**src/verilog/rd_cfg.svh**
```systemverilog
// rate divider register offsets, field positions and reset values
`ifndef RD_CFG_SVH
`define RD_CFG_SVH

// device write registers, index on the device write port
`define RD_REG_TC_LOW 2'h0
`define RD_REG_TC_HIGH 2'h1
`define RD_REG_MISC 2'h2
`define RD_REG_RATIO 2'h3

// misc_ctrl_reg fields
`define RD_MISC_EN_BIT 0
`define RD_MISC_SRC_BIT 1
`define RD_MISC_RESET 8'h00
`define RD_TC_RESET 16'h0000
`define RD_TC_BYTE_RESET 8'h00

// clock_ratio_reg field: two bits at D7..D6
`define RD_RATIO_LSB 6
`define RD_RATIO_RESET 2'h0

// square-wave periods per data bit, minus one
`define RD_DIV_X1 6'h00
`define RD_DIV_X16 6'h0F
`define RD_DIV_X32 6'h1F
`define RD_DIV_X64 6'h3F

// controller register byte offsets
`define RD_HOST_TC 4'h0
`define RD_HOST_CTRL 4'h4
`define RD_HOST_STAT 4'h8

// controller ctrl fields
`define RD_CTRL_SRC_BIT 0
`define RD_CTRL_EN_BIT 1
`define RD_CTRL_RATIO_LSB 2
`define RD_CTRL_RESET 4'h0

`endif

```
**src/verilog/rd_pkg.sv**
```systemverilog
// rate divider shared types
`default_nettype none

package rd_pkg;

	// clock mode: receive clock to data rate ratio
	typedef enum logic [1:0] {
		RD_X1 = 2'b00,
		RD_X16 = 2'b01,
		RD_X32 = 2'b10,
		RD_X64 = 2'b11
	} rd_ratio_t;

	// controller sequencer states
	typedef enum logic [2:0] {
		RD_IDLE = 3'b000,
		RD_STOP = 3'b001,
		RD_TCL = 3'b010,
		RD_TCH = 3'b011,
		RD_RATIO = 3'b100,
		RD_SRC = 3'b101,
		RD_ENA = 3'b110
	} rd_host_state_t;

endpackage : rd_pkg

`default_nettype wire
```
**src/verilog/rd_if.sv**
```systemverilog
// rate divider register write link between controller and divider
`timescale 1ns/1ps
`default_nettype none

interface rd_if;
	logic wr_en;
	logic [1:0] addr;
	logic [7:0] wdata;

	modport dev (input wr_en, input addr, input wdata);
	modport host (output wr_en, output addr, output wdata);
endinterface : rd_if

`default_nettype wire

```
**src/verilog/rd_device.sv**
```systemverilog
// rate divider: programmable baud rate generator of one serial channel
`timescale 1ns/1ps
`default_nettype none

`include "rd_cfg.svh"

module rd_device (
	input wire logic core_clk_in,
	input wire logic srst_in,
	rd_if.dev bus,
	input wire logic rx_clock_pin_in,
	input wire logic tx_clk_from_aux_in,
	input wire logic rx_clk_from_aux_in,
	output logic rate_clk_out,
	output logic tx_mux_clk_out,
	output logic rx_mux_clk_out,
	output logic bit_tick_out,
	output logic aux_clock_pin_out,
	output logic aux_clock_pin_oe_out,
	output logic running_out
);

	// write registers
	logic [7:0] tc_low_reg;
	logic [7:0] tc_high_reg;
	logic [7:0] misc_ctrl_reg;
	rd_pkg::rd_ratio_t clock_ratio_reg;

	// write decode
	wire wr_tc_low = bus.wr_en && (bus.addr == `RD_REG_TC_LOW);
	wire wr_tc_high = bus.wr_en && (bus.addr == `RD_REG_TC_HIGH);
	wire wr_misc = bus.wr_en && (bus.addr == `RD_REG_MISC);
	wire wr_ratio = bus.wr_en && (bus.addr == `RD_REG_RATIO);

	// register fields
	wire [15:0] tc_value = {tc_high_reg, tc_low_reg};
	wire en_bit = misc_ctrl_reg[`RD_MISC_EN_BIT];
	wire src_core = misc_ctrl_reg[`RD_MISC_SRC_BIT];

	// register writes; tc is taken raw, the counter only samples it at start and at reload
	always_ff @(posedge core_clk_in) begin
		if (srst_in) begin
			tc_low_reg <= `RD_TC_BYTE_RESET;
			tc_high_reg <= `RD_TC_BYTE_RESET;
			misc_ctrl_reg <= `RD_MISC_RESET;
			clock_ratio_reg <= rd_pkg::rd_ratio_t'(`RD_RATIO_RESET);
		end else begin
			if (wr_tc_low) begin
				tc_low_reg <= bus.wdata;
			end
			if (wr_tc_high) begin
				tc_high_reg <= bus.wdata;
			end
			if (wr_misc) begin
				misc_ctrl_reg <= bus.wdata;
			end
			if (wr_ratio) begin
				clock_ratio_reg <= rd_pkg::rd_ratio_t'(bus.wdata[`RD_RATIO_LSB +: 2]);
			end
		end
	end

	// rx pin comes from outside: two flip-flops, then a third for the edge
	logic pin_s1;
	logic pin_s2;
	logic pin_s3;
	always_ff @(posedge core_clk_in) begin
		if (srst_in) begin
			pin_s1 <= 1'b0;
			pin_s2 <= 1'b0;
			pin_s3 <= 1'b0;
		end else begin
			pin_s1 <= rx_clock_pin_in;
			pin_s2 <= pin_s1;
			pin_s3 <= pin_s2;
		end
	end

	// counter clock: one tick per rising pin edge or every core cycle
	wire pin_rise = pin_s2 && !pin_s3;
	wire gen_tick = src_core ? 1'b1 : pin_rise;

	// enable synchroniser stepped by the generator clock; clear is immediate
	logic en_s1;
	logic en_s2;
	always_ff @(posedge core_clk_in) begin
		if (srst_in || !en_bit) begin
			en_s1 <= 1'b0;
			en_s2 <= 1'b0;
		end else if (gen_tick) begin
			en_s1 <= 1'b1;
			en_s2 <= en_s1;
		end
	end

	// enable bit gates directly so a clear needs no generator edge
	wire running = en_bit && en_s2;
	logic running_q;
	wire start = running && !running_q;

	// down counter state
	logic [15:0] count;
	logic reload_pend;
	logic sq_out;
	wire at_zero = (count == 16'h0000);
	wire toggle_now = running && !start && gen_tick && !reload_pend && at_zero;
	wire rise_now = toggle_now && !sq_out;

	// counter: load tick, tc decrements, zero tick, so tc+2 ticks per half
	always_ff @(posedge core_clk_in) begin
		if (srst_in) begin
			running_q <= 1'b0;
			count <= `RD_TC_RESET;
			reload_pend <= 1'b0;
			sq_out <= 1'b1;
		end else begin
			running_q <= running;
			if (!running) begin
				reload_pend <= 1'b0;
				sq_out <= 1'b1;
			end else if (start) begin
				sq_out <= 1'b1;
				count <= tc_value;
				reload_pend <= 1'b0;
			end else if (gen_tick) begin
				if (reload_pend) begin
					count <= tc_value;
					reload_pend <= 1'b0;
				end else if (at_zero) begin
					sq_out <= !sq_out;
					reload_pend <= 1'b1;
				end else begin
					count <= count - 16'h0001;
				end
			end
		end
	end

	// square-wave periods per data bit from the clock mode
	logic [5:0] mode_last;
	always_comb begin
		unique case (clock_ratio_reg)
			rd_pkg::RD_X1: mode_last = `RD_DIV_X1;
			rd_pkg::RD_X16: mode_last = `RD_DIV_X16;
			rd_pkg::RD_X32: mode_last = `RD_DIV_X32;
			rd_pkg::RD_X64: mode_last = `RD_DIV_X64;
		endcase
	end

	// bit tick: one pulse per mode square-wave periods
	logic [5:0] mode_cnt;
	logic bit_tick;
	wire mode_wrap = (mode_cnt >= mode_last);
	always_ff @(posedge core_clk_in) begin
		if (srst_in || !running) begin
			mode_cnt <= 6'h00;
			bit_tick <= 1'b0;
		end else begin
			bit_tick <= rise_now && mode_wrap;
			if (rise_now) begin
				mode_cnt <= mode_wrap ? 6'h00 : mode_cnt + 6'h01;
			end
		end
	end

	// aux pin only when neither channel clock is taken from it
	wire aux_free = !tx_clk_from_aux_in && !rx_clk_from_aux_in;
	logic aux_oe;
	always_ff @(posedge core_clk_in) begin
		if (srst_in) begin
			aux_oe <= 1'b0;
		end else begin
			aux_oe <= aux_free && running;
		end
	end

	// outputs; the square wave feeds both channel clock muxes
	assign rate_clk_out = sq_out;
	assign tx_mux_clk_out = sq_out;
	assign rx_mux_clk_out = sq_out;
	assign bit_tick_out = bit_tick;
	assign aux_clock_pin_out = sq_out;
	assign aux_clock_pin_oe_out = aux_oe;
	assign running_out = running;

endmodule : rd_device

`default_nettype wire

```
**src/flat_wrapper.sv**
```systemverilog
// flat-port wrapper written by rule: the top's interface ports become plain ports
module rd_device_flat 
  (core_clk_in, srst_in, rx_clock_pin_in, tx_clk_from_aux_in, rx_clk_from_aux_in, rate_clk_out, tx_mux_clk_out, rx_mux_clk_out, bit_tick_out, aux_clock_pin_out, aux_clock_pin_oe_out, running_out, bus_wr_en, bus_addr, bus_wdata);
  rd_if bus_i ();
  input wire logic core_clk_in;
  input wire logic srst_in;
  input wire logic rx_clock_pin_in;
  input wire logic tx_clk_from_aux_in;
  input wire logic rx_clk_from_aux_in;
  output logic rate_clk_out;
  output logic tx_mux_clk_out;
  output logic rx_mux_clk_out;
  output logic bit_tick_out;
  output logic aux_clock_pin_out;
  output logic aux_clock_pin_oe_out;
  output logic running_out;
  input wire logic [$bits(bus_i.wr_en)-1:0] bus_wr_en;
  input wire logic [$bits(bus_i.addr)-1:0] bus_addr;
  input wire logic [$bits(bus_i.wdata)-1:0] bus_wdata;
  assign bus_i.wr_en = bus_wr_en;
  assign bus_i.addr = bus_addr;
  assign bus_i.wdata = bus_wdata;
  rd_device u_core (.core_clk_in(core_clk_in), .srst_in(srst_in), .bus(bus_i), .rx_clock_pin_in(rx_clock_pin_in), .tx_clk_from_aux_in(tx_clk_from_aux_in), .rx_clk_from_aux_in(rx_clk_from_aux_in), .rate_clk_out(rate_clk_out), .tx_mux_clk_out(tx_mux_clk_out), .rx_mux_clk_out(rx_mux_clk_out), .bit_tick_out(bit_tick_out), .aux_clock_pin_out(aux_clock_pin_out), .aux_clock_pin_oe_out(aux_clock_pin_oe_out), .running_out(running_out));
endmodule
```
**config.mk**
```make
export PLATFORM = sky130hd
export DESIGN_NAME = rd_device_flat
export DESIGN_NICKNAME = d
export VERILOG_FILES = /design/src/verilog/rd_pkg.sv /design/src/verilog/rd_if.sv /design/src/verilog/rd_device.sv /design/src/flat_wrapper.sv
export VERILOG_INCLUDE_DIRS = /design/src /design/src/verilog
export SDC_FILE = /design/constraint.sdc
export NUM_CORES = 1
export LEC_CHECK = 0
export BUFFER_PORTS_ARGS = -buffer_cell sky130_fd_sc_hd__clkbuf_2
export CAP_MARGIN = 0
export CORE_MARGIN = 2
export CORE_UTILIZATION = 50
export CTS_BUF_LIST = sky130_fd_sc_hd__clkbuf_8
export DETAILED_ROUTE_END_ITERATION = 8
export GPL_TIMING_DRIVEN = 0
export PLACE_DENSITY_LB_ADDON = 0.05
export SETUP_SLACK_MARGIN = 0.4
export SYNTH_ARGS = -nofsm -noshare
export SYNTH_HDL_FRONTEND = slang
export SYNTH_SLANG_ARGS = --single-unit
```
**constraint.sdc**
```tcl
create_clock -name core_clk_in -period 2.85 [get_ports core_clk_in]
set_clock_uncertainty 0.2 [all_clocks]
set_input_delay 0.285 -clock core_clk_in [delete_from_list [all_inputs] [get_ports core_clk_in]]
set_output_delay 0.285 -clock core_clk_in [all_outputs]
set_load 0.02 [all_outputs]
```
* Word level (Yosys, flattened, before mapping) *
Cells that the tools add are included.

word-level totals
  flip-flop bits (word level) = 52
  word-level logic and storage cells = 70

operators by class
  add/sub/neg operators = 2
  order comparisons = 1
  equal/unequal tests = 7
  multiplexer cells = 9
  bitwise logic cells = 2
  reductions and logical operators = 33

operators with widths
  cell                                                  count
  2-to-1 mux 16 bit                                     4
  case mux 6 bit (4 select lines)                       1
  zero test 16 bit                                      1
  subtractor 16 x 1 -> 16 bit (second input constant)   1
  logical AND 1 bit                                     15
  zero test 1 bit                                       9
  equality test 2 bit (second input constant)           4
  adder 6 x 1 -> 6 bit (second input constant)          1
  >= comparator 6 bit                                   1
  2-to-1 mux 6 bit                                      1
  AND reduction 3 bit                                   2
  equality test 2 x 1 -> 1 bit (second input constant)  2
  zero test 2 bit                                       2
  2-to-1 mux 1 bit                                      3
  != test 3 x 1 -> 1 bit (second input constant)        1
  OR reduction 3 bit                                    1
  logical OR 1 bit                                      2
  inverter 1 bit                                        2
  nonzero test 2 bit                                    1

* Depth between registers and ports, before layout *
Gate-level depths: netlist of run 1.

  depth in word-level cells = 9
  mapped depth = 8
  mapped depth without buffers = 7

* Worst setup path after synthesis of run 1 *
No wires, ideal clock.

  path type = register -> register
  from = reg u_core.clock_ratio_reg[1]
  to = reg u_core.mode_cnt[4]
  library setup time = 96 ps
  arrival = 2,059 ps
  data required time = 2,554 ps
  slack = 495 ps
  cell stages (with the launch flop) = 8
  clock period less this slack = 2,355 ps
  cells stage by stage = dfxtp_1 nor2_1 ha_1 or3_1 a221o_1 a221oi_4 nand2_2 o41ai_2

between the ends
  word-level cells in the longest chain between the ends = 4
  elaborated cells on any way between the ends = 7
  classes of those cells = order compare (1); eq/ne (3); mux (2); reduce/logical (1)

ends and longest elaborated chain
  what                                         line              RTL
  start, declared                              rd_device.sv:27   rd_pkg::rd_ratio_t clock_ratio_reg;
  start signal, assigned                       rd_device.sv:46   clock_ratio_reg <= rd_pkg::rd_ratio_t'(`RD_RATIO_RESET);
  start signal, assigned                       rd_device.sv:58   clock_ratio_reg <= rd_pkg::rd_ratio_t'(bus.wdata[`RD_RATIO_LSB +: 2]);
  equality test 2 bit (tied with other cells)  rd_device.sv:142  unique case (clock_ratio_reg)
  case mux 6 bit (4 select lines) *            rd_device.sv:142
  >= comparator 6 bit *                        rd_device.sv:153  wire mode_wrap = (mode_cnt >= mode_last);
  2-to-1 mux 6 bit *                           rd_device.sv:161  mode_cnt <= mode_wrap ? 6'h00 : mode_cnt + 6'h01;
  end signal, assigned                         rd_device.sv:161
  end, declared                                rd_device.sv:151  logic [5:0] mode_cnt;

Every way passes the cells marked *; elsewhere a longest branch is shown, timed or not.
A chain may end at the register's enable or synchronous reset.

* Final worst setup path of run 1 *
  from = reg u_core.clock_ratio_reg[1]
  to = reg u_core.mode_cnt[1]

Same word-level chain as after synthesis.

==> run metrics, run 1 <==
CP max stage delay roughly 0.37 ns; synthesized area per cell ~8.5 um^2; Seq/Total Area, Yosys about two fifths; initial DRC count between 100 and 150; FF-to-FF path depth 8; gp weighted congestion ~0.83; Reg2Reg Launch Point u_core.clock_ratio_reg[1]; total CTS buffers 5; Critical Path RT 2.89 ns; final hold violations 0; reg2reg setup slack around 0.46 ns; ant diodes 0; Slew headroom between 30% and 40%; # rows 26; Place WS between 0.1 and 0.15 ns; initial antenna violation count 0; DP HPWL about 4500 um; critical-path maximum fanout 3; Worst Tran Pin Value ~0.93 ns; CP startpoint kind register; Final Max Slew Viols 0; CP startpoint u_core.clock_ratio_reg[1]; Remaining Overflow, GRT 0; Gate Count Post-Synth about 310; initial core utilization 51.85%; CP Capture Type register; hold_sp bus_wdata[2]; setup_tns 0 ns; Hold Path Stages 3; DR vias/cell approximately 5.6; Min Clock Period, post-route between 2 and 2.5 ns; Filler Cell Count between 400 and 500; Placed Cells approximately 400; routed vias between 2000 and 2500; max reg flops 16; Clk Tree Root Cell clkbuf_8; top cells by area, synth dfxtp_1 39%, mux2i_1 7.5%, nor2_1 5.8%, a21oi_1 3.9%, o21ai_0 3.2%; Syn Nets ~330; Most used DFF post-synth dfxtp_1; first-pass GRT wire length between 10000 and 15000 um; Synth Cell Area around 2700 um^2; Unique masters post-synth 56; Core Area between 5000 and 6000 um^2; Max clock buf depth 2; H-tree levels 2; area of the die approximately 6000 um^2; Final Setup Violations 0; CTS clk-pin slew, worst paths roughly 0.09 ns; RSZ-0062 raised after global routing yes; cell at the slowest stage of the critical path dfxtp_4; ratio of cells with drive above 1 in the final layout a little under a fifth; Post-Layout Cell Count ~420; CTS Sinks 52; fin crit share 83.71%; total power between 1 and 1.5 mW; final worst slack 0.4643 ns; I/O Buffers 21; WL/cell about 15 um; post-synth top area cell dfxtp_1; critical-path cell list nor2_4 -> ha_4 -> or3_1 -> a221o_1 -> a221oi_4 -> buf_4 -> nand4_1 -> o21ai_1; vias in the first global route ~2100; Async SR Flop Fraction 0%; kind of critical path register to register; remaining antenna violation count 0; global-route usage over all layers between 20% and 30%; worst hold-check path type primary input to register; CP arrival 2.42 ns; crit path capture u_core.mode_cnt[1]; nets around 370; Yosys Warn Count 0; MaxCap Viol Count 0; post-layout util a little over 60%; clk_lat worst skew 0.30 ns; most frequent cells after synthesis 52 x dfxtp_1, 41 x nor2_1, 21 x a21oi_1, 20 x mux2i_1, 20 x nand2_1; Ports 23; Pwr Density roughly 430 nW/um^2; cell with the most instances after synthesis dfxtp_1; FF+latch count, synth 52; pin count of the biggest net entering global routing 16; CTS tree yes; FF-to-FF End u_core.mode_cnt[1]; Die Y 77.01 um; Leak 1.312 nW; run status finished, final reports clean; maximum vdd ir drop 0.3033 mV; DRC 0; Total Wirelength 6266 um; Layout area overhead 17.09%; Max Clk Rate 0.4192 GHz; Die Width roughly 77 um; post-synth top area share between 30% and 40%; drt pass-1 iters 4; number of synthesized flops with an enable pin 0
## placed cells by master, fill, tap and decap left out, types with 3 or more instances in the layout
master	instances
o32ai_1	4
a21o_1	9
ha_1	4
dfxtp_1	50
buf_4	12
nor2_1	39
inv_1	14
or2_2	3
a22oi_1	3
clkbuf_2	22
and3_1	7
a21oi_1	21
nand3b_1	5
clkbuf_8	5
nor2b_1	6
o21ai_1	3
nand2b_1	4
o21ai_0	17
nor3b_1	4
nand2_1	20
clkbuf_1	7
nand3_1	10
nor3_1	8
nand4b_1	3
dlygate4sd3_1	3
mux2i_1	20
## worst min-delay path by stage
stage                                              to  slack [ns]
after floorplan           u_core.aux_clock_pin_oe_out        0.16
after global placement                  u_core.pin_s2        0.22
after detailed placement                u_core.pin_s2        0.23
after CTS                       u_core.tc_high_reg[5]        0.03
after global routing            u_core.tc_high_reg[2]        0.04
final                            u_core.tc_low_reg[2]        0.03
## per-layer routing
layer  track usage, %  routed length [um]  vias to the layer above
li1                 -                   -                     1198
met4            5.357                  57                        0
met3            3.765                 288                        5
met5                0                   0                        -
met2            32.98                2717                       68
met1            32.91                3203                     1113
## repair_timing
item | in CTS | in global routing
endpoints found under the setup margin | 23 | 22
gates resized for setup | 6 | 10
pin swaps | 3 | 5
setup buffers | 7 | 1
hold buffers | 3 | 0
endpoints found under the hold margin | 2 | 0
## logic make-up (layout without fill, tap and decap cells)
family | after synthesis | count (layout) | synth area share [%]
multiplexers | 20 | 20 | 7.512
AO/OA/AOI/OAI | 78 | 78 | 20.56
flip-flops | 52 | 52 | 39.06
XOR/XNOR | 1 | 1 | 0.3287
buffers and inverters | 31 | 71 | 5.399
AND/OR/NAND/NOR | 126 | 126 | 24.79
adder cells (fa/ha/maj) | 5 | 5 | 2.347
## report_power, final
part           internal (mW)  leakage, nW  switching [mW]
registers              0.736        0.422         0.00880
clock network          0.258       0.0593           0.243
logic                 0.0477        0.831          0.0482
## through the flow
| step | hold WS (ns) | area (um^2) |
|---|---|---|
| final | 0.02894 | 3120 |
| after global routing | 0.04388 | 3120 |
| after CTS | 0.02658 | 3067 |
| after detailed placement | 0.2299 | 2858 |
| after global placement | 0.2183 | 2858 |
| after floorplan | 0.1618 | 2665 |
## layout make-up
cell class | count | area (um^2) | area share, %
buffer | 17 | 92.59 | 2.967
clock buffer | 5 | 68.82 | 2.205
clock inverter | 3 | 38.79 | 1.243
inverter | 14 | 52.55 | 1.684
multi-input combinational | 230 | 1533 | 49.12
sequential | 52 | 1049 | 33.60
tap | 70 | 87.58 | 2.807
timing repair buffer | 32 | 198.9 | 6.375
## critical path, delay by kind of cell (launching register included)
| kind | cells | cell delay [ns] |
|---|---|---|
| adders and majority gates | 1 | 0.21 |
| AOI/OAI and AO/OA | 3 | 0.81 |
| and+or+nand+nor | 3 | 0.59 |
| DFF | 1 | 0.37 |
| buffers and inverters | 1 | 0.15 |
Note: power is estimated with default switching activity, not from simulation.
==> run 2, diff against run 1 <==
ABC_AREA = 1   (was not set)
clock period = 2.1 ns   (was 2.85 ns; I/O delays follow)
==> run 2 against run 1 <==
Register-to-register slack lost 0.06 ns; highest routed layer unchanged; final area grew 13%; clock-buffer cell count is the same; clock power grew 38%.
==> run metrics, run 2 <==
run status finished, final reports clean; Ports 23; MaxCap Viol Count 0; cell with the most instances after synthesis nor2_1; Layout area overhead 28.88%; Min Clock Period, post-route around 1.7 ns; remaining antenna violation count 0; commonest cells after routing, fill and taps aside 75 x nor2_1, 60 x nand2_1, 42 x dfxtp_1; setup_tns 0 ns; most frequent cells after synthesis 86 x nor2_1, 67 x nand2_1, 52 x dfxtp_1, 43 x o21ai_0, 40 x inv_1; H-tree levels 2; RSZ-0062 raised after global routing yes; clock share of power a little over a third; post-synth top area cell dfxtp_1; Die Y ~78 um; Max clock buf depth 2; total CTS buffers 5; WL/cell 13.08 um; Synth Cell Area roughly 2700 um^2; CTS Sinks 52; kind of critical path register to register; critical-path maximum fanout 7; Clk Tree Root Cell clkbuf_8; Worst Tran Pin Value about 0.44 ns; maximum vdd ir drop 0.4078 mV; Leak 1.597 nW; Slew headroom approximately 71%; number of synthesized flops with an enable pin 0; worst hold-check path type primary input to register; FF+latch count, synth 52; initial DRC count between 200 and 250; Total Wirelength 6855 um; Hold WS about 0.049 ns; internal cell power roughly 1.4 mW; Critical Path RT 2.13 ns; Pwr Density 537.6 nW/um^2; post-layout util about 68%; CP Capture Type register; clk_lat worst skew 0.30 ns; CP arrival between 1.5 and 2 ns; Final Max Slew Viols 0; first-pass GRT wire length approximately 11000 um; final hold violations 0; post-synth top area share 38.20%; Net Sw Frac 23.96%; sequential power share a little over half; Remaining Overflow, GRT 0; Core Area a little over 5000 um^2; Yosys Warn Count 0; CTS tree yes; fin area between 3000 and 4000 um^2; Placed Cells approximately 490; ratio of cells with drive above 1 in the final layout roughly 28%; placed inst area approximately 3000 um^2; Syn Nets roughly 420; # rows 26; pin count of the biggest net entering global routing 17; Most used DFF post-synth dfxtp_1; Post-Layout Cell Count between 500 and 600; Comb pwr share 9.2%; most common cell after layout, fill and taps aside nor2_1; CP startpoint kind register; DR vias/cell between 5 and 6; Async SR Flop Fraction 0%; Unique masters post-synth 34; Filler Cell Count between 400 and 500; initial antenna violation count 0; Max Clk Rate just under 0.6 GHz; vias in the first global route around 2400; Seq/Total Area, Yosys a little under two fifths; Place WS around 0.13 ns; synthesized area per cell between 6 and 7 um^2; max reg flops 16; routed vias between 2000 and 3000; nets 474; Die Width ~78 um; DRC 0; top cells by area, synth dfxtp_1 38%, nor2_1 12%, nand2_1 9.2%, o21ai_0 7.9%, nand3_1 6.1%; ant diodes 0; drt pass-1 iters 4; final worst slack between 0.4 and 0.5 ns; global-route usage over all layers between 20% and 30%; DP HPWL about 4500 um; initial core utilization between 50% and 60%; fin crit share between 80% and 90%; Gate Count Post-Synth 400; Switching Power 452.5 uW; gp weighted congestion between 0.8 and 0.9; total power ~1.9 mW; area of the die between 6000 and 7000 um^2; Final Setup Violations 0; CTS clk-pin slew, worst paths 0.09 ns; I/O Buffers 22
-- run 2: cells by family (layout without fill, tap and decap cells) --
logic type / count (synthesis) / after routing / share of synthesized area, %
AND/OR/NAND/NOR: 214 / 215 / 34.66
AO/OA/AOI/OAI: 66 / 66 / 12.99
buffers and inverters: 55 / 108 / 9.274
flip-flops: 52 / 52 / 38.20
XOR/XNOR: 8 / 8 / 2.571
adder cells (fa/ha/maj): 5 / 5 / 2.296
-- run 2: final cells by class --
cell class / instances / area [um^2] / share of cell area (%)
repair buffers: 45 / 316.6 / 9.013
clock buffers: 5 / 68.82 / 1.959
clock inverters: 3 / 42.54 / 1.211
well taps: 70 / 87.58 / 2.494
flip-flops and latches: 52 / 1059 / 30.14
multi-input cells: 294 / 1667 / 47.45
plain buffers: 12 / 103.9 / 2.957
inverters: 43 / 167.7 / 4.774
-- run 2: timing repair --
item                                    in CTS  in global routing
gates cloned                                 0                  1
hold buffers                                12                  0
gates resized for setup                     14                 71
buffers inserted                             3                  8
endpoints found under the setup margin      23                 28
pin swaps                                    4                 13
hold endpoints to repair                    11                  0
-- run 2: worst paths after layout --
kind / startpoint / end / slack, ns / cells after the start
worst max register to register: u_core.clock_ratio_reg[0] / u_core.mode_cnt[1] / 0.40 / 7
worst min-delay path: bus_addr[1] / u_core.clock_ratio_reg[0] / 0.05 / 3
worst max-delay path: u_core.clock_ratio_reg[0] / u_core.mode_cnt[1] / 0.40 / 7
worst min register to register: u_core.pin_s1 / u_core.pin_s2 / 0.21 / 2
-- run 2: critical path, stage by stage (launching register included) --
cell and delay (ns):
dfxtp_4 0.38, nor2_4 0.15, ha_4 0.22, a21oi_4 0.14
nor2_2 0.06, nor2_4 0.20, nand3_2 0.12, a21oi_2 0.16
-- run 2: power groups by stage --
stage	clock network (mW)	registers (mW)	logic (mW)
6_report	0.690	1.02	0.175
5_1_grt	0.732	1.03	0.194
4_1_cts	0.703	1.02	0.147
3_5_place_dp	0	1.04	0.123
3_3_place_gp	0	1.04	0.122
2_1_floorplan	0	1.04	0.0809
-- run 2: metal layers --
| layer | track usage [%] | share of wire, % | vias to the layer above | wire length (um) |
|---|---|---|---|---|
| li1 | - | - | 1386 | - |
| met1 | 31.35 | 48 | 1235 | 3287 |
| met2 | 35.17 | 47 | 65 | 3254 |
| met3 | 2.907 | 3.9 | 5 | 266 |
| met4 | 5.357 | 0.67 | 0 | 46 |
| met5 | 0 | 0 | - | 0 |
